**src/rtcai_pkg.sv**
```systemverilog
// Notes on behaviour
// RULE1 - Alarm field bit 7 arms that field.
// RULE2 - Armed alarm fields compare against current time.
// RULE3 - Alarm interrupt enable is bit 0 at 01h.
// RULE4 - First full match with enable sets alarm flag.
// RULE5 - Alarm flag and pin hold until written 0.
// RULE6 - Re-set only on a fresh match after advance.
// RULE7 - Unimplemented enable and flag bits read 0.
// RULE8 - Interrupt pin is active-low open-drain.
// RULE9 - Pin ORs five flags gated by their enables.
// RULE10 - Countdown enable bit 1 gates flag bit 1.
// RULE11 - Clearing alarm or countdown flag releases pin immediately.
// RULE12 - Low-voltage A needs flag and status cleared.
// RULE13 - Low-voltage B needs flag and status cleared.
// RULE14 - System reset needs flag and status cleared.
// RULE15 - Watch enable gates tick, set after reset.
// RULE16 - Watch stopped: counters loadable, no advance.
// RULE17 - Watch enable leaves square wave alone.
// RULE18 - Unkicked recovery counter fires within two scans.
// RULE19 - Control bit 4 enables recovery, default on.
// RULE20 - Recovery reloads control registers, keeps time.
// RULE21 - Recovery reset sets system reset flag.
// RULE22 - Scan period bit selects 1 or 16 s.
// RULE23 - Writing 1 to a flag changes nothing.
package rtcai_pkg;
   localparam int ALM_FIELDS = 7;
   localparam int ALM_EN_BIT = 7;
   localparam int ALM_VAL_MSB = 6;
   localparam int IRQ_SRC = 5;
   localparam int IRQ_ALARM = 0;
   localparam int IRQ_COUNT = 1;
   localparam int IRQ_LVA = 2;
   localparam int IRQ_LVB = 3;
   localparam int IRQ_SYS = 4;
   localparam int CTRL1_WATCH_EN_BIT = 0;
   localparam int CTRL1_RECOV_EN_BIT = 4;
   localparam int EE_THERMO_SCAN_BIT = 0;
   localparam logic [7:0] ADDR_CTRL1 = 8'h00;
   localparam logic [7:0] ADDR_INT_EN = 8'h01;
   localparam logic [7:0] ADDR_INT_FLAG = 8'h02;
   localparam logic [7:0] ADDR_STATUS = 8'h03;
   localparam logic [7:0] ADDR_ALM_BASE = 8'h10;
   localparam logic [7:0] ADDR_EE_CTRL = 8'h30;
   localparam logic [7:0] CTRL1_RESET = 8'h11;
   localparam logic [7:0] EE_CTRL_RESET = 8'h00;
   localparam logic [7:0] ALM_RESET = 8'h00;
   localparam logic [IRQ_SRC-1:0] INT_EN_RESET = 5'h00;
   localparam logic [IRQ_SRC-1:0] FLAG_RESET = 5'h00;
   localparam logic [IRQ_SRC-1:0] STATUS_RESET = 5'h00;
   localparam int SCAN_SHORT_S = 1;
   localparam int SCAN_LONG_S = 16;
   localparam int RECOV_SCAN_PERIODS = 2;
   localparam int RECOV_CNT_W = 6;
   localparam logic [RECOV_CNT_W-1:0] RECOV_LIMIT_SHORT = RECOV_CNT_W'(RECOV_SCAN_PERIODS * SCAN_SHORT_S);
   localparam logic [RECOV_CNT_W-1:0] RECOV_LIMIT_LONG = RECOV_CNT_W'(RECOV_SCAN_PERIODS * SCAN_LONG_S);
   localparam logic [RECOV_CNT_W-1:0] RECOV_CNT_ONE = 6'h01;

   typedef logic [ALM_FIELDS-1:0][7:0] rtcai_fields_t;

   typedef struct packed {
      logic wr;
      logic rd;
      logic [7:0] addr;
      logic [7:0] wdata;
   } rtcai_reg_req_t;

   typedef enum logic [2:0] {
      RECOV_IDLE = 3'b001,
      RECOV_COUNT = 3'b010,
      RECOV_FIRE = 3'b100
   } rtcai_recov_state_t;
endpackage

```
**src/rtcai_alarm_cmp.sv**
```systemverilog
`timescale 1ns/100ps
module rtcai_alarm_cmp
   import rtcai_pkg::*;
(
   input wire rtcai_fields_t alarm_regs,
   input wire rtcai_fields_t cur_time,
   output logic match
);
   logic [ALM_FIELDS-1:0] hit;
   logic [ALM_FIELDS-1:0] armed;

   // One comparator per field; a disarmed field never blocks the match.
   for (genvar i = 0; i < ALM_FIELDS; i++) begin : g_field
      assign armed[i] = alarm_regs[i][ALM_EN_BIT]; // [RULE1]
      assign hit[i] = !armed[i] || (alarm_regs[i][ALM_VAL_MSB:0] == cur_time[i][ALM_VAL_MSB:0]); // [RULE2]
   end

   // With nothing armed there is no alarm, rather than a match on every second.
   assign match = (&hit) && (|armed); // [RULE1]
endmodule

```
**src/rtcai_self_recovery.sv**
```systemverilog
`timescale 1ns/100ps
module rtcai_self_recovery
   import rtcai_pkg::*;
(
   input wire ref_clk,
   input wire resetn,
   input wire enable,
   input wire long_scan,
   input wire tick_1hz,
   input wire kick,
   output logic fire
);
   rtcai_recov_state_t state_ff;
   rtcai_recov_state_t nxt_state;
   logic [RECOV_CNT_W-1:0] cnt_ff;
   logic [RECOV_CNT_W-1:0] nxt_cnt;
   logic [RECOV_CNT_W-1:0] limit;

   // Timeout is two scan intervals; the first tick may be partial, so the reset comes at the latest then.
   assign limit = long_scan ? RECOV_LIMIT_LONG : RECOV_LIMIT_SHORT; // [RULE18] [RULE22]

   // Watchdog sequencing: count whole seconds since the last kick.
   always_comb begin
      nxt_state = state_ff;
      nxt_cnt = cnt_ff;
      case (state_ff)
         RECOV_IDLE: begin
            nxt_cnt = '0;
            if (enable) nxt_state = RECOV_COUNT; // [RULE19]
         end
         RECOV_COUNT: begin
            if (!enable) begin
               nxt_state = RECOV_IDLE;
               nxt_cnt = '0;
            end else if (kick) begin
               nxt_cnt = '0;
            end else if (tick_1hz) begin
               if (cnt_ff + RECOV_CNT_ONE >= limit) begin
                  nxt_state = RECOV_FIRE; // [RULE18]
                  nxt_cnt = '0;
               end else begin
                  nxt_cnt = cnt_ff + RECOV_CNT_ONE;
               end
            end
         end
         RECOV_FIRE: nxt_state = RECOV_COUNT;
         default: begin
            nxt_state = RECOV_IDLE;
            nxt_cnt = '0;
         end
      endcase
   end

   // State and counter registers.
   always_ff @(posedge ref_clk) begin
      if (!resetn) begin
         state_ff <= RECOV_IDLE;
         cnt_ff <= '0;
      end else begin
         state_ff <= nxt_state;
         cnt_ff <= nxt_cnt;
      end
   end

   assign fire = (state_ff == RECOV_FIRE);
endmodule

```
**src/rtcai_top.sv**
```systemverilog
`timescale 1ns/100ps
module rtcai_top
   import rtcai_pkg::*;
(
   input wire ref_clk,
   input wire resetn,
   input wire rtcai_reg_req_t reg_req,
   output logic [7:0] reg_rdata,
   input wire rtcai_fields_t cur_time,
   input wire time_advance,
   input wire tick_1hz,
   input wire countdown_event,
   input wire low_voltage_a,
   input wire low_voltage_b,
   input wire sys_reset_req,
   input wire recov_kick,
   input wire irq_n_i,
   output logic irq_n_o,
   output logic irq_n_oe,
   output logic watch_tick,
   output logic [7:0] ctrl1_out,
   output logic thermo_scan_period,
   output logic recovery_reset
);
   logic [7:0] ctrl1_ff;
   logic [7:0] nxt_ctrl1;
   logic [7:0] ee_ctrl_ff;
   logic [IRQ_SRC-1:0] int_en_ff;
   logic [IRQ_SRC-1:0] nxt_int_en;
   logic [IRQ_SRC-1:0] flags_ff;
   logic [IRQ_SRC-1:0] nxt_flags;
   logic [IRQ_SRC-1:0] status_ff;
   logic [IRQ_SRC-1:0] nxt_status;
   logic [IRQ_SRC-1:0] flag_set;
   logic [IRQ_SRC-1:0] flag_clr;
   logic [IRQ_SRC-1:0] status_set;
   logic [IRQ_SRC-1:0] status_clr;
   logic [IRQ_SRC-1:0] nxt_src;
   logic [IRQ_SRC-1:0] cur_src;
   rtcai_fields_t alarm_ff;
   logic alarm_match;
   logic match_seen_ff;
   logic alarm_set;
   logic recov_fire;
   logic ctl_reload;
   logic wr_ctrl1;
   logic wr_int_en;
   logic wr_flag;
   logic wr_status;
   logic wr_ee;
   logic [7:0] rd_val;
   logic irq_n_oe_ff;
   logic watch_tick_ff;
   logic irq_n_o_ff;
   logic [7:0] rdata_ff;
   logic recovery_reset_ff;

   // Register write strobes, one per implemented address outside the alarm bytes, which decode their own writes below.
   assign wr_ctrl1 = reg_req.wr && (reg_req.addr == ADDR_CTRL1);
   assign wr_int_en = reg_req.wr && (reg_req.addr == ADDR_INT_EN);
   assign wr_flag = reg_req.wr && (reg_req.addr == ADDR_INT_FLAG);
   assign wr_status = reg_req.wr && (reg_req.addr == ADDR_STATUS);
   assign wr_ee = reg_req.wr && (reg_req.addr == ADDR_EE_CTRL);

   // Either reset source restarts the control page, never the time or alarm pages.
   assign ctl_reload = sys_reset_req || recov_fire; // [RULE20]

   // Alarm comparison across all seven fields.
   rtcai_alarm_cmp u_alarm_cmp (
      .alarm_regs(alarm_ff),
      .cur_time(cur_time),
      .match(alarm_match)
   );

   // Deadlock watchdog, counting seconds from the free-running tick.
   rtcai_self_recovery u_recovery (
      .ref_clk(ref_clk),
      .resetn(resetn),
      .enable(ctrl1_ff[CTRL1_RECOV_EN_BIT]), // [RULE19]
      .long_scan(ee_ctrl_ff[EE_THERMO_SCAN_BIT]), // [RULE22]
      .tick_1hz(tick_1hz),
      .kick(recov_kick),
      .fire(recov_fire)
   );

   // First control register; power-up and recovery both load watch and recovery enables set.
   always_comb begin
      nxt_ctrl1 = ctrl1_ff;
      if (ctl_reload) begin
         nxt_ctrl1 = CTRL1_RESET; // [RULE15] [RULE19] [RULE20]
      end else if (wr_ctrl1) begin
         nxt_ctrl1 = reg_req.wdata;
      end
   end

   always_ff @(posedge ref_clk) begin
      if (!resetn) begin
         ctrl1_ff <= CTRL1_RESET; // [RULE15] [RULE19]
      end else begin
         ctrl1_ff <= nxt_ctrl1;
      end
   end

   // Interrupt enable register; only five bits exist, so the upper three cannot hold a value.
   always_comb begin
      nxt_int_en = int_en_ff;
      if (ctl_reload) begin
         nxt_int_en = INT_EN_RESET; // [RULE20]
      end else if (wr_int_en) begin
         nxt_int_en = reg_req.wdata[IRQ_SRC-1:0]; // [RULE3] [RULE7]
      end
   end

   always_ff @(posedge ref_clk) begin
      if (!resetn) begin
         int_en_ff <= INT_EN_RESET;
      end else begin
         int_en_ff <= nxt_int_en;
      end
   end

   // Thermometer control is not a control-page register, so recovery leaves it alone.
   always_ff @(posedge ref_clk) begin
      if (!resetn) begin
         ee_ctrl_ff <= EE_CTRL_RESET;
      end else if (wr_ee) begin
         ee_ctrl_ff <= reg_req.wdata;
      end
   end

   // Alarm registers survive recovery; only power-up clears them.
   always_ff @(posedge ref_clk) begin
      if (!resetn) begin
         for (int i = 0; i < ALM_FIELDS; i++) begin
            alarm_ff[i] <= ALM_RESET;
         end
      end else begin
         for (int i = 0; i < ALM_FIELDS; i++) begin
            if (reg_req.wr && (reg_req.addr == ADDR_ALM_BASE + 8'(i))) begin
               alarm_ff[i] <= reg_req.wdata; // [RULE20]
            end
         end
      end
   end

   // The match is only looked at when the time steps, so a lasting match fires once.
   always_ff @(posedge ref_clk) begin
      if (!resetn) begin
         match_seen_ff <= 1'b0;
      end else if (time_advance) begin
         match_seen_ff <= alarm_match; // [RULE6]
      end
   end

   assign alarm_set = time_advance && alarm_match && !match_seen_ff && int_en_ff[IRQ_ALARM]; // [RULE4] [RULE6]

   // Hardware events that raise the interrupt flags.
   always_comb begin
      flag_set = '0;
      flag_set[IRQ_ALARM] = alarm_set; // [RULE3] [RULE4]
      flag_set[IRQ_COUNT] = countdown_event && int_en_ff[IRQ_COUNT]; // [RULE10]
      flag_set[IRQ_LVA] = low_voltage_a && int_en_ff[IRQ_LVA]; // [RULE12]
      flag_set[IRQ_LVB] = low_voltage_b && int_en_ff[IRQ_LVB]; // [RULE13]
      flag_set[IRQ_SYS] = ctl_reload; // [RULE21]
   end

   // Writing a 0 clears a flag and writing a 1 is a no-op; a same-cycle event still wins.
   assign flag_clr = wr_flag ? ~reg_req.wdata[IRQ_SRC-1:0] : '0; // [RULE5] [RULE23]

   always_comb begin
      if (ctl_reload) begin
         nxt_flags = FLAG_RESET | flag_set; // [RULE20] [RULE21]
      end else begin
         nxt_flags = (flags_ff & ~flag_clr) | flag_set; // [RULE5] [RULE23]
      end
   end

   always_ff @(posedge ref_clk) begin
      if (!resetn) begin
         flags_ff <= FLAG_RESET;
      end else begin
         flags_ff <= nxt_flags;
      end
   end

   // Status bits record the detector and reset events regardless of the enables.
   always_comb begin
      status_set = '0;
      status_set[IRQ_LVA] = low_voltage_a;
      status_set[IRQ_LVB] = low_voltage_b;
      status_set[IRQ_SYS] = ctl_reload;
   end

   assign status_clr = wr_status ? ~reg_req.wdata[IRQ_SRC-1:0] : '0;

   always_comb begin
      if (ctl_reload) begin
         nxt_status = STATUS_RESET | status_set;
      end else begin
         nxt_status = (status_ff & ~status_clr) | status_set;
      end
   end

   always_ff @(posedge ref_clk) begin
      if (!resetn) begin
         status_ff <= STATUS_RESET;
      end else begin
         status_ff <= nxt_status;
      end
   end

   // The pin state is built from next values so a clearing write releases it on the same edge.
   always_comb begin
      nxt_src = '0;
      nxt_src[IRQ_ALARM] = nxt_int_en[IRQ_ALARM] && nxt_flags[IRQ_ALARM]; // [RULE9] [RULE11]
      nxt_src[IRQ_COUNT] = nxt_int_en[IRQ_COUNT] && nxt_flags[IRQ_COUNT]; // [RULE10] [RULE11]
      nxt_src[IRQ_LVA] = nxt_int_en[IRQ_LVA] && (nxt_flags[IRQ_LVA] || nxt_status[IRQ_LVA]); // [RULE12]
      nxt_src[IRQ_LVB] = nxt_int_en[IRQ_LVB] && (nxt_flags[IRQ_LVB] || nxt_status[IRQ_LVB]); // [RULE13]
      nxt_src[IRQ_SYS] = nxt_int_en[IRQ_SYS] && (nxt_flags[IRQ_SYS] || nxt_status[IRQ_SYS]); // [RULE14]
   end

   // Open drain: the driven level is always low, and the enable goes low to pull the line.
   always_ff @(posedge ref_clk) begin
      if (!resetn) begin
         irq_n_oe_ff <= 1'b1;
      end else begin
         irq_n_oe_ff <= !(|nxt_src); // [RULE8] [RULE9]
      end
   end

   // The tick to the watch counters is gated here; the square-wave path never sees this gate.
   always_ff @(posedge ref_clk) begin
      if (!resetn) begin
         watch_tick_ff <= 1'b0;
      end else begin
         watch_tick_ff <= tick_1hz && ctrl1_ff[CTRL1_WATCH_EN_BIT]; // [RULE15] [RULE16] [RULE17]
      end
   end

   // Read data multiplexer; unmapped addresses and missing bits read as zero.
   always_comb begin
      rd_val = 8'h00;
      case (reg_req.addr)
         ADDR_CTRL1: rd_val = ctrl1_ff;
         ADDR_INT_EN: rd_val = 8'(int_en_ff); // [RULE7]
         ADDR_INT_FLAG: rd_val = 8'(flags_ff); // [RULE7]
         ADDR_STATUS: rd_val = 8'(status_ff);
         ADDR_EE_CTRL: rd_val = ee_ctrl_ff;
         default: begin
            for (int i = 0; i < ALM_FIELDS; i++) begin
               if (reg_req.addr == ADDR_ALM_BASE + 8'(i)) rd_val = alarm_ff[i];
            end
         end
      endcase
   end

   // Read data is registered and held until the next read.
   always_ff @(posedge ref_clk) begin
      if (!resetn) begin
         rdata_ff <= 8'h00;
      end else if (reg_req.rd) begin
         rdata_ff <= rd_val;
      end
   end

   // Pulse that lets the rest of the chip restart its control logic.
   always_ff @(posedge ref_clk) begin
      if (!resetn) begin
         recovery_reset_ff <= 1'b0;
      end else begin
         recovery_reset_ff <= ctl_reload;
      end
   end

   // The open-drain data bit is held low by a flop so every output leaves a register.
   always_ff @(posedge ref_clk) begin
      irq_n_o_ff <= 1'b0;
   end

   assign reg_rdata = rdata_ff;
   assign irq_n_o = irq_n_o_ff;
   assign irq_n_oe = irq_n_oe_ff;
   assign watch_tick = watch_tick_ff;
   assign ctrl1_out = ctrl1_ff;
   assign thermo_scan_period = ee_ctrl_ff[EE_THERMO_SCAN_BIT];
   assign recovery_reset = recovery_reset_ff;

   // Enabled sources as seen from the registers, for the checks below.
   assign cur_src[IRQ_ALARM] = int_en_ff[IRQ_ALARM] && flags_ff[IRQ_ALARM];
   assign cur_src[IRQ_COUNT] = int_en_ff[IRQ_COUNT] && flags_ff[IRQ_COUNT];
   assign cur_src[IRQ_SYS:IRQ_LVA] = int_en_ff[IRQ_SYS:IRQ_LVA] & (flags_ff[IRQ_SYS:IRQ_LVA] | status_ff[IRQ_SYS:IRQ_LVA]);
endmodule

```
**config.mk**
```make
export PLATFORM = sky130hd
export DESIGN_NAME = rtcai_top
export DESIGN_NICKNAME = d
export VERILOG_FILES = /design/src/rtcai_pkg.sv /design/src/rtcai_alarm_cmp.sv /design/src/rtcai_self_recovery.sv /design/src/rtcai_top.sv
export SDC_FILE = /design/constraint.sdc
export NUM_CORES = 1
export LEC_CHECK = 0
export ABC_AREA = 1
export BUFFER_PORTS_ARGS = -buffer_cell sky130_fd_sc_hd__buf_4
export CORE_MARGIN = 1
export CORE_UTILIZATION = 50
export CTS_CLUSTER_SIZE = 20
export DETAILED_ROUTE_END_ITERATION = 10
export PLACE_DENSITY = 0.76
export SLEW_MARGIN = 10
export SYNTH_ARGS = -nofsm -noshare
export SYNTH_HDL_FRONTEND = slang
export SYNTH_SLANG_ARGS = --single-unit
```
**constraint.sdc**
```tcl
create_clock -name ref_clk -period 5.5 [get_ports ref_clk]
set_input_delay 0.55 -clock ref_clk [delete_from_list [all_inputs] [get_ports ref_clk]]
set_output_delay 0.55 -clock ref_clk [all_outputs]
set_load 0.01 [all_outputs]
```
==> results of run 1 <==
## where the power goes
| group | switching (mW) | internal (mW) |
|---|---|---|
| logic | 0.0987 | 0.0703 |
| clock network | 0.291 | 0.351 |
| registers | 0.00466 | 0.790 |
| total | 0.394 | 1.21 |
## cells by family after synthesis
logic type	after synthesis
AO/OA/AOI/OAI	194
XOR/XNOR	34
adder cells (fa/ha/maj)	3
buffers and inverters	139
flip-flops	108
other	1
AND/OR/NAND/NOR	366
## how the worst min path moves through the flow
stage,cells past startpoint,from,end
2_1_floorplan,2,status_ff[0],status_ff[0]
3_3_place_gp,2,status_ff[1],status_ff[1]
3_5_place_dp,2,status_ff[1],status_ff[1]
4_1_cts,2,status_ff[1],status_ff[1]
5_1_grt,3,tick_1hz,watch_tick
6_report,2,status_ff[1],status_ff[1]
## flip-flops by register name, summed over array words and instances, names as in the netlist
register and flops:
u_recovery.cnt_ff 6, flags_ff 5, irq_n_oe 1, u_recovery.state_ff 3, match_seen_ff 1, recovery_reset 1
alarm_ff 56, int_en_ff 5, status_ff 5, ee_ctrl_ff 8, watch_tick 1, reg_rdata 8
ctrl1_out 8
## critical path, stage by stage, from the launching register on
cell     delay [ps]
dfxtp_1         350
ha_1            310
inv_1            50
ha_1            260
nand2_1          70
nand2_1          50
nor2_1          100
nand3_1          80
nand2_1          90
nand2_1          80
nor3_2          320
nand2_1         100
a21oi_1         130
## final cells by class
class,instances,share of cell area
Sequential cell,108,0.316
Inverter,111,0.0614
Tap cell,143,0.0262
Timing Repair Buffer,96,0.105
Multi-Input combinational cell,598,0.448
Clock inverter,6,0.00971
Clock buffer,9,0.0330
## cells in the final DEF (no fill, tap or decap), types with 5 or more instances in the layout
cell type and instances:
xnor2_1 26, a21oi_1 98, xor2_1 8, nor2_4 8, nor3_1 7, nand4_1 5
inv_2 5, nand3_1 50, dfxtp_1 108, inv_1 105, clkbuf_16 9, o21ai_0 71
buf_4 96, nand2_2 6, nor2_1 77, o2111ai_1 9, nand2_1 198
## per-layer routing
| metal | part of all wire | wire length [um] | GRT usage |
|---|---|---|---|
| met3 | 0.076 | 1210 | 0.0510 |
| met1 | 0.42 | 6780 | 0.342 |
| met2 | 0.47 | 7560 | 0.476 |
| met4 | 0.028 | 449 | 0.0943 |
| met5 | 0 | 0 | 0 |
## synthesized netlist by cell type
| cell type | instances | area [um2] |
|---|---|---|
| dfxtp_1 | 108 | 2160 |
| nor2_8 | 2 | 40.0 |
| o21ai_4 | 1 | 16.3 |
| inv_2 | 5 | 18.8 |
| a21oi_2 | 1 | 8.76 |
| a221o_1 | 1 | 10.0 |
| nand2_1 | 198 | 743 |
| a31oi_1 | 1 | 6.26 |
| xor2_1 | 8 | 70.1 |
| o211ai_1 | 1 | 7.51 |
| nand2_2 | 6 | 37.5 |
| buf_6 | 6 | 67.6 |
| nand3_1 | 50 | 250 |
| nand4_1 | 5 | 31.3 |
| nand3b_1 | 1 | 7.51 |
| a22o_1 | 1 | 8.76 |
| a31o_2 | 1 | 8.76 |
| nand2_4 | 1 | 11.3 |
| a21oi_1 | 98 | 490 |
| a221oi_1 | 2 | 17.5 |
| nor2_1 | 77 | 289 |
| o21bai_1 | 1 | 7.51 |
| xnor2_1 | 26 | 228 |
| inv_1 | 105 | 394 |
| clkbuf_1 | 12 | 45.0 |
| nor2_2 | 3 | 18.8 |
| nor4_2 | 2 | 25.0 |
| o21ai_1 | 2 | 10.0 |
| nor3_2 | 1 | 10.0 |
| nor2_4 | 8 | 90.1 |
| ha_1 | 3 | 37.5 |
| buf_4 | 4 | 30.0 |
| conb_1 | 1 | 3.75 |
| nand4_4 | 1 | 21.3 |
| inv_4 | 1 | 6.26 |
| o2111ai_1 | 9 | 78.8 |
| nand3_2 | 3 | 30.0 |
| buf_2 | 6 | 30.0 |
| o21ba_2 | 1 | 10.0 |
| nor3_1 | 7 | 35.0 |
| nor4_4 | 1 | 21.3 |
| o21ai_0 | 71 | 355 |
| a211oi_1 | 3 | 22.5 |
==> metrics.md, run 1 <==
| Metric | Value |
|---|---|
| Outcome | `finished clean` |
| Cell area after layout | `6830 um2` |
| Fin crit share | `0.371` |
| Reg2reg setup slack | `3460 ps` |
| Vias in the first global route | `5187` |
| CP startpoint | `u_recovery.cnt_ff[0]` |
| R2r startpoint | `u_recovery.cnt_ff[0]` |
| Sequential area share after synthesis | `0.372` |
| Pwr/cell area | `235 nW/um2` |
| Syn-to-layout area delta | `17.5%` |
| Initial antenna violation count | `0` |
| CTS root buf | `clkbuf_16` |
| XOR/XNOR share of the synthesized area | `0.0512` |
| CP endpoint kind | `register` |
| Die area | `12100 um2` |
| Share of cells above drive strength 1 | `0.161` |
| Worst setup margin | `3460 ps` |
| FP Rows | `39` |
| Diodes inserted | `0` |
| Detailed-router iteration count before antenna repair | `9` |
| Worst r2r path cells | `12` |
| Iteration-0 DRC Markers | `420` |
| Synthesized net count | `932` |
| Leak | `2.85 nW` |
| Layout Nets | `1011` |
| Mean Syn Cell Area | `6.88 um2` |
| WL final | `16.0 mm` |
| # clock sinks | `108` |
| Setup TNS | `0 ps` |
| Fill cells | `1077` |
| Final Util | `0.601` |
| Placed Cells | `1056` |
| Register area | `2160 um2` |
| Multi-input logic area | `3060 um2` |
| Synth warn | `0` |
| Gpl congestion | `0.879` |
| PostCTS Resize Cnt | `0` |
| Compound-Gate Fraction of Synth Area | `0.182` |
| Placement Cell Area | `6540 um2` |
| DRC Markers | `0` |
| WP data arrival | `2320 ps` |
| CTS tree | `built` |
| Main combinational cell family by area after synthesis | `simple AND/OR/NAND/NOR gates` |
| Post-Syn Area | `5810 um2` |
| Pins over their slew limit | `0` |
| Die X | `110 um` |
| Hold Buf Count CTS | `0` |
| Wire per inst | `14.9 um` |
| Multiplexer share of the synthesized area | `0` |
| Worst EP required | `5780 ps` |
| WHS | `453 ps` |
| Critical path launch point type | `register` |
| Unrepaired setup endpoints after global routing | `false` |
| Slew headroom | `0.494` |
| Final hold violation count | `0` |
| VDD IR max | `157 uV` |
| Clock latency on the worst-skew pair | `350 ps` |
| Postcts setup bufs | `0` |
| Post-Synth Adder-Cell Area | `0.00646` |
| Post-synthesis register bit count | `108` |
| Core box area | `11400 um2` |
| Htree depth | `3` |
| Setup Skew | `8.05 ps` |
| Largest net degree at the start of global routing | `61` |
| Place WS | `3130 ps` |
| Hold/Removal Path Class | `reg2reg` |
| HPWL Detailed | `11.7 mm` |
| Initial Util | `0.511` |
| Cell count after synthesis | `845` |
| Simple-gate area share of the yosys netlist | `0.286` |
| Crit Reg-Reg Endpoint | `u_recovery.cnt_ff[3]` |
| Io pins | `105` |
| Clock Pin Slew Worst Setup and Hold Paths | `70 ps` |
| Final Critical Period | `2040 ps` |
| Pwr Total | `1.61 mW` |
| DR vias | `5656` |
| Netlist cell types | `43` |
| GRT Residual Overflow | `0` |
| F_max | `490 MHz` |
| Num CTS Buffers | `9` |
| Crit Path Max Fanout | `5` |
| Max Cap Violations | `0` |
| Measured slew at the worst slew-check pin | `753 ps` |
| Post-route insts no fill | `1071` |
| Gr usage total | `0.275` |
| Global-route wire length before repair | `25.4 mm` |
| WS Path Type | `reg2reg` |
| Longest Clk Path Bufs | `2` |
| Final setup fails | `0` |
| IO buf count | `95` |
| Die Height | `110 um` |
| Final ANT Viol Nets | `0` |
| Crit path to | `u_recovery.cnt_ff[3]` |
| Vias/cell | `5.28` |
Power figures use the tool's default switching activity.
==> inputs of run 2 (changes only) <==
==> constraint.sdc (replaced) <==
create_clock -name ref_clk -period 2.02 [get_ports ref_clk]
set_input_delay 0.202 -clock ref_clk [delete_from_list [all_inputs] [get_ports ref_clk]]
set_output_delay 0.202 -clock ref_clk [all_outputs]
set_load 0.01 [all_outputs]
==> run 2 against run 1 <==
- setup slack got worse by 3300 ps
- clock power rose to 2.7 times the previous value
- wire length rose by 2.2%
- design area rose by 1.5%
- sequential share of layout area fell by 0.40 points
- die area did not move
- flip-flop and latch count did not move
- largest power group unchanged
==> metrics.md, run 2 (synthesis gave the netlist of run 1 again) <==
| Metric | Value |
|---|---|
| Share of cells above drive strength 1 | `0.174 (was 0.161)` |
| WS Path Type | `reg2reg (unchanged)` |
| Clock latency on the worst-skew pair | `360 ps (was 350 ps)` |
| DRC Markers | `0 (unchanged)` |
| Worst EP required | `2300 ps (was 5780 ps)` |
| Max reg flops | `56 (unchanged)` |
| Largest stage delay, worst path | `370 ps (was 350 ps)` |
| Vias in the first global route | `5153 (was 5187)` |
| Clk pwr share | `0.396 (was 0.400)` |
| Buf/Inv on CP | `1 (unchanged)` |
| Htree depth | `3 (unchanged)` |
| Pins over their slew limit | `0 (unchanged)` |
| Num CTS Buffers | `9 (unchanged)` |
| # clock sinks | `108 (unchanged)` |
| DR vias | `5730 (was 5656)` |
| Longest Clk Path Bufs | `2 (unchanged)` |
| Largest net degree at the start of global routing | `60 (was 61)` |
| Slowest-stage cell, CP | `dfxtp_4 (was dfxtp_1)` |
| Die area | `12100 um2 (unchanged)` |
| Final setup fails | `0 (unchanged)` |
| Multi-input logic area | `3090 um2 (was 3060 um2)` |
| Diodes inserted | `0 (unchanged)` |
| Wire per inst | `15.1 um (was 14.9 um)` |
| Initial Util | `0.511 (unchanged)` |
| Cell mode on critical path | `nand2_1 (unchanged)` |
| CP endpoint kind | `register (unchanged)` |
| Top delay family on crit path | `simple AND/OR/NAND/NOR gates (unchanged)` |
| WHS | `111 ps (was 453 ps)` |
| Logic pwr share | `0.108 (was 0.105)` |
| Die Height | `110 um (unchanged)` |
| Register area | `2170 um2 (was 2160 um2)` |
| Setup Skew | `8.22 ps (was 8.05 ps)` |
| Final Critical Period | `1870 ps (was 2040 ps)` |
| FP Rows | `39 (unchanged)` |
| Die X | `110 um (unchanged)` |
| Leak | `2.90 nW (was 2.85 nW)` |
| Hold Buf Count CTS | `0 (unchanged)` |
| Global-route wire length before repair | `25.9 mm (was 25.4 mm)` |
| IO buf count | `95 (unchanged)` |
| VDD IR max | `521 uV (was 157 uV)` |
| Outcome | `finished clean (unchanged)` |
| WL final | `16.3 mm (was 16.0 mm)` |
| Setup TNS | `0 ps (unchanged)` |
| Final ANT Viol Nets | `0 (unchanged)` |
| Fill cells | `1088 (was 1077)` |
| Crit Reg-Reg Endpoint | `u_recovery.cnt_ff[3] (unchanged)` |
| Critical path launch point type | `register (unchanged)` |
| CTS tree | `built (unchanged)` |
| Most frequent cells in the layout | `nand2_1, dfxtp_1, inv_1 (unchanged)` |
| Measured slew at the worst slew-check pin | `568 ps (was 753 ps)` |
| R2r startpoint | `u_recovery.cnt_ff[0] (unchanged)` |
| F_max | `535 MHz (was 490 MHz)` |
| Hold/Removal Path Class | `in2reg (was reg2reg)` |
| Most common cell after layout, fill and taps aside | `nand2_1 (unchanged)` |
| Vias/cell | `5.31 (was 5.28)` |
| Worst setup margin | `151 ps (was 3460 ps)` |
| Core box area | `11400 um2 (unchanged)` |
| Layout Nets | `1019 (was 1011)` |
| WP data arrival | `2150 ps (was 2320 ps)` |
| Part of the power in registers | `0.496 (was 0.495)` |
| Place WS | `14.7 ps (was 3130 ps)` |
| Crit Path Max Fanout | `5 (unchanged)` |
| Largest Register | `alarm_ff (unchanged)` |
| HPWL Detailed | `12.1 mm (was 11.7 mm)` |
| Slew headroom | `0.622 (was 0.494)` |
| Hold Startpoint | `low_voltage_b (was status_ff[1])` |
| GRT Residual Overflow | `0 (unchanged)` |
| Int Power | `3.26 mW (was 1.21 mW)` |
| Hold depth | `3 (was 2)` |
| Worst r2r path cells | `12 (unchanged)` |
| Initial antenna violation count | `0 (unchanged)` |
| Io pins | `105 (unchanged)` |
| Max Cap Violations | `0 (unchanged)` |
| Reg2reg setup slack | `150 ps (was 3460 ps)` |
| Iteration-0 DRC Markers | `341 (was 420)` |
| Gr usage total | `0.286 (was 0.275)` |
| NetSw | `1.11 mW (was 394 uW)` |
| CTS root buf | `clkbuf_16 (unchanged)` |
| Fin crit share | `0.925 (was 0.371)` |
| Final hold violation count | `0 (unchanged)` |
| Clock Pin Slew Worst Setup and Hold Paths | `70 ps (about the same)` |
| Detailed-router iteration count before antenna repair | `4 (was 9)` |
| Hold EP | `flags_ff[3] (was status_ff[1])` |
| Pwr/cell area | `630 nW/um2 (was 235 nW/um2)` |
| Gpl congestion | `0.893 (was 0.879)` |
| Syn-to-layout area delta | `19.2% (was 17.5%)` |
| CP Cell Sequence | `ha_4, inv_1, ha_1, nand2_1, nand2_1, nor2_1, nand3_1, nand2_2, nand2_2, nor3_4, nand2_1, a21oi_1 (was ha_1, inv_1, ha_1, nand2_1, nand2_1, nor2_1, nand3_1, nand2_1, nand2_1, nor3_2, nand2_1, a21oi_1)` |
| Net Sw Frac | `0.254 (was 0.246)` |
run 2: changes by cell type in the layout (fill, tap and decap cells not counted), moves of 2 or more:
cell,before,now
clkbuf_8,0,2
nand2_1,198,196
nand2_2,6,8
buf_4,96,103
run 2: area by class of cell:
type,count,area share
Clock inverter,5,0.00523
Sequential cell,108,0.312
Inverter,111,0.0605
Clock buffer,11,0.0365
Multi-Input combinational cell,598,0.445
Timing Repair Buffer,104,0.114
Tap cell,143,0.0258
run 2: worst max path at each step:
stage | from | end | slack [ps] | depth (start not counted)
2_1_floorplan | u_recovery.cnt_ff[0] | u_recovery.cnt_ff[2] | 220 | 12
3_3_place_gp | u_recovery.cnt_ff[0] | u_recovery.cnt_ff[1] | 40 | 12
3_5_place_dp | u_recovery.cnt_ff[0] | u_recovery.cnt_ff[5] | 10 | 12
4_1_cts | u_recovery.cnt_ff[0] | u_recovery.cnt_ff[2] | 50 | 12
5_1_grt | u_recovery.cnt_ff[0] | u_recovery.cnt_ff[2] | -20 | 12
6_report | u_recovery.cnt_ff[0] | u_recovery.cnt_ff[3] | 150 | 12
run 2: through the flow:
step	power (mW)	util	instances	instance area, um2
finish	4.36	0.610	1080	6930
global route	4.50	0.610	1080	6930
CTS	4.36	0.608	1080	6910
detailed placement	2.68	0.582	1064	6610
global placement	2.67	0.582	1064	6610
floorplan	2.45	-	845	5810
run 2: repair_timing:
action                     4_1_cts  5_1_grt
buffers inserted                 0        0
resized for setup                1        6
pin swaps                        0        3
setup endpoints to repair        1        7
run 2: layer usage:
metal	up-vias	wire [um]	track usage
met5	-	0	0
met4	0	556	0.124
met3	36	1210	0.0492
met2	218	7640	0.468
met1	2576	6940	0.369
li1	2900	-	-
run 2: power by group through the flow:
stage / clock network, mW / registers (mW) / logic (mW)
after floorplan: 0 / 2.22 / 0.229
after global placement: 0 / 2.21 / 0.458
after detailed placement: 0 / 2.21 / 0.463
after CTS: 1.73 / 2.16 / 0.467
after global routing: 1.82 / 2.17 / 0.516
final: 1.73 / 2.16 / 0.471
run 2: worst register-to-register path, stage by stage (launching register included):
cell and delay, ps:
dfxtp_4 370, ha_4 260, inv_1 30, ha_1 260, nand2_1 60, nand2_1 40, nor2_1 90, nand3_1 100
nand2_2 110, nand2_2 70, nor3_4 200, nand2_1 90, a21oi_1 110
==> inputs of run 3 (changes only) <==
--- a/config.mk
+++ b/config.mk
@@ -11,7 +11,9 @@
 export CORE_UTILIZATION = 50
 export CTS_CLUSTER_SIZE = 20
 export DETAILED_ROUTE_END_ITERATION = 10
+export GPL_TIMING_DRIVEN = 0
 export PLACE_DENSITY = 0.76
+export SETUP_SLACK_MARGIN = 0.3
 export SLEW_MARGIN = 10
 export SYNTH_ARGS = -nofsm -noshare
 export SYNTH_HDL_FRONTEND = slang
==> constraint.sdc (replaced) <==
create_clock -name ref_clk -period 2.32 [get_ports ref_clk]
set_input_delay 0.232 -clock ref_clk [delete_from_list [all_inputs] [get_ports ref_clk]]
set_output_delay 0.232 -clock ref_clk [all_outputs]
set_load 0.01 [all_outputs]
==> run 3 against run 2 <==
- first-iteration DRC count grew 55%
- wire length grew 5.6%
- sequential share of layout area shrank 0.44 points
- utilization grew 0.91 points
==> metrics.md, run 3 (synthesis gave the netlist of run 1 again) <==
| Metric | Value |
|---|---|
| Crit Reg-Reg Endpoint | `u_recovery.cnt_ff[1] (was u_recovery.cnt_ff[3])` |
| Syn-to-layout area delta | `21.0% (was 19.2%)` |
| Worst setup margin | `452 ps (was 151 ps)` |
| CTS tree | `built (unchanged)` |
| Slowest-stage cell, CP | `dfxtp_1 (was dfxtp_4)` |
| IO buf count | `93 (was 95)` |
| Layout Nets | `1037 (was 1019)` |
| Largest Register | `alarm_ff (unchanged)` |
| Pins over their slew limit | `0 (unchanged)` |
| Die Height | `110 um (unchanged)` |
| CP Cell Sequence | `nand3_1, nand3b_1, xnor2_1, ha_1, nand2_1, nand2_2, nor3_4, nand2_1, a21oi_2 (was ha_4, inv_1, ha_1, nand2_1, nand2_1, nor2_1, nand3_1, nand2_2, nand2_2, nor3_4, nand2_1, a21oi_1)` |
| Max reg flops | `56 (unchanged)` |
| Vias/cell | `5.41 (was 5.31)` |
| Cell mode on critical path | `nand2_1 (unchanged)` |
| Initial antenna violation count | `0 (unchanged)` |
| Vias in the first global route | `5242 (was 5153)` |
| Longest Clk Path Bufs | `2 (unchanged)` |
| Largest net degree at the start of global routing | `18 (was 60)` |
| R2r startpoint | `u_recovery.cnt_ff[2] (was u_recovery.cnt_ff[0])` |
| Leak | `2.94 nW (was 2.90 nW)` |
| Fin crit share | `0.805 (was 0.925)` |
| Setup Skew | `9.55 ps (was 8.22 ps)` |
| Max Cap Violations | `0 (unchanged)` |
| WL final | `17.3 mm (was 16.3 mm)` |
| Share of cells above drive strength 1 | `0.179 (was 0.174)` |
| FP Rows | `39 (unchanged)` |
| WP data arrival | `2140 ps (was 2150 ps)` |
| Die X | `110 um (unchanged)` |
| Unrepaired setup endpoints after global routing | `false` |
| CP endpoint kind | `register (unchanged)` |
| GRT Residual Overflow | `0 (unchanged)` |
| Final setup fails | `0 (unchanged)` |
| Wire per inst | `15.7 um (was 15.1 um)` |
| Reg2reg setup slack | `450 ps (was 150 ps)` |
| VDD IR max | `327 uV (was 521 uV)` |
| Global-route wire length before repair | `26.4 mm (was 25.9 mm)` |
| DR vias | `5942 (was 5730)` |
| Gr usage total | `0.291 (was 0.286)` |
| Largest stage delay, worst path | `380 ps (was 370 ps)` |
| Final Critical Period | `1870 ps (about the same)` |
| Critical path launch point type | `register (unchanged)` |
| CTS root buf | `clkbuf_16 (unchanged)` |
| # clock sinks | `108 (unchanged)` |
| Fill cells | `1087 (was 1088)` |
| WS Path Type | `reg2reg (unchanged)` |
| Gpl congestion | `0.907 (was 0.893)` |
| Pwr/cell area | `546 nW/um2 (was 630 nW/um2)` |
| Most common cell after layout, fill and taps aside | `nand2_1 (unchanged)` |
| Slew headroom | `0.540 (was 0.622)` |
| Hold/Removal Path Class | `in2reg (unchanged)` |
| Final ANT Viol Nets | `0 (unchanged)` |
| Worst r2r path cells | `9 (was 12)` |
| Core box area | `11400 um2 (unchanged)` |
| Most frequent cells in the layout | `nand2_1, dfxtp_1, inv_1 (unchanged)` |
| Setup TNS | `0 ps (unchanged)` |
| Clock Pin Slew Worst Setup and Hold Paths | `70 ps (about the same)` |
| Place WS | `322 ps (was 14.7 ps)` |
| Crit path to | `u_recovery.cnt_ff[1] (was u_recovery.cnt_ff[3])` |
| DRC Markers | `0 (unchanged)` |
| Htree depth | `3 (unchanged)` |
| CP startpoint | `u_recovery.cnt_ff[2] (was u_recovery.cnt_ff[0])` |
| Diodes inserted | `0 (unchanged)` |
| Outcome | `finished clean (unchanged)` |
| Measured slew at the worst slew-check pin | `684 ps (was 568 ps)` |
| Io pins | `105 (unchanged)` |
| Die area | `12100 um2 (unchanged)` |
| Crit Path Max Fanout | `5 (unchanged)` |
| Final hold violation count | `0 (unchanged)` |
| F_max | `535 MHz (about the same)` |
| Num CTS Buffers | `9 (unchanged)` |
| Clock latency on the worst-skew pair | `350 ps (was 360 ps)` |
| Worst EP required | `2590 ps (was 2300 ps)` |
| Iteration-0 DRC Markers | `528 (was 341)` |
| Initial Util | `0.511 (unchanged)` |
| HPWL Detailed | `12.8 mm (was 12.1 mm)` |
| Detailed-router iteration count before antenna repair | `7 (was 4)` |
| Pwr Total | `3.84 mW (was 4.36 mW)` |
-- run 3: cell count changes in the layout (fill, tap and decap cells not counted), moves of 2 or more --
cell and delta:
buf_6 +6, buf_4 -5, buf_2 +6, clkbuf_8 -2, clkbuf_1 +13
-- run 3: how the worst min path moves through the flow --
stage | cells after the start | end | slack, ps | startpoint
4_1_cts | 3 | flags_ff[2] | 140 | low_voltage_a
3_3_place_gp | 2 | status_ff[1] | 440 | status_ff[1]
3_5_place_dp | 2 | status_ff[1] | 450 | status_ff[1]
6_report | 3 | flags_ff[2] | 150 | low_voltage_a
2_1_floorplan | 2 | watch_tick | 350 | tick_1hz
5_1_grt | 3 | watch_tick | 160 | tick_1hz
-- run 3: power breakdown --
group	total (mW)	internal (mW)	switching, mW
registers	1.89	1.87	0.0126
clock network	1.53	0.838	0.695
logic	0.426	0.177	0.249
total	3.84	2.89	0.957
-- run 3: layout make-up --
type | count | area, um2 | area share
inverter | 111 | 419 | 0.0596
buffer | 28 | 173 | 0.0245
multi-input combinational | 598 | 3100 | 0.441
timing repair buffer | 94 | 706 | 0.100
tap | 143 | 179 | 0.0254
sequential | 108 | 2170 | 0.308
clock buffer | 10 | 229 | 0.0325
clock inverter | 6 | 63.8 | 0.00907
-- run 3: worst max-delay path, delay by kind of cell, from the launching register on --
kind,cells,cell delay [ps]
compound gates,1,140
xor+xnor,1,200
simple gates,6,810
fa+ha+maj,1,260
flops,1,380
-- run 3: per-stage QoR --
stage	util	instance area, um2	instances	hold WS (ps)
after floorplan	-	5810	845	355
after CTS	0.615	6990	1097	144
after global routing	0.619	7040	1098	157
final	0.619	7040	1098	150
after detailed placement	0.588	6690	1081	446
after global placement	0.588	6690	1081	440
-- run 3: timing repair --
action / CTS / global route
setup buffers: 0 / 1
gates resized for setup: 1 / 9
setup endpoints to repair: 4 / 8
hold buffers: 0 / 0
pin swaps: 0 / 10
-- run 3: per-layer routing --
layer  global-route usage  share of wire  vias to the layer above
met2                0.480           0.46                      278
met4                0.128          0.045                        0
met3               0.0533          0.090                       52
li1                     -              -                     2951
met5                    0              0                        -
met1                0.371           0.41                     2661
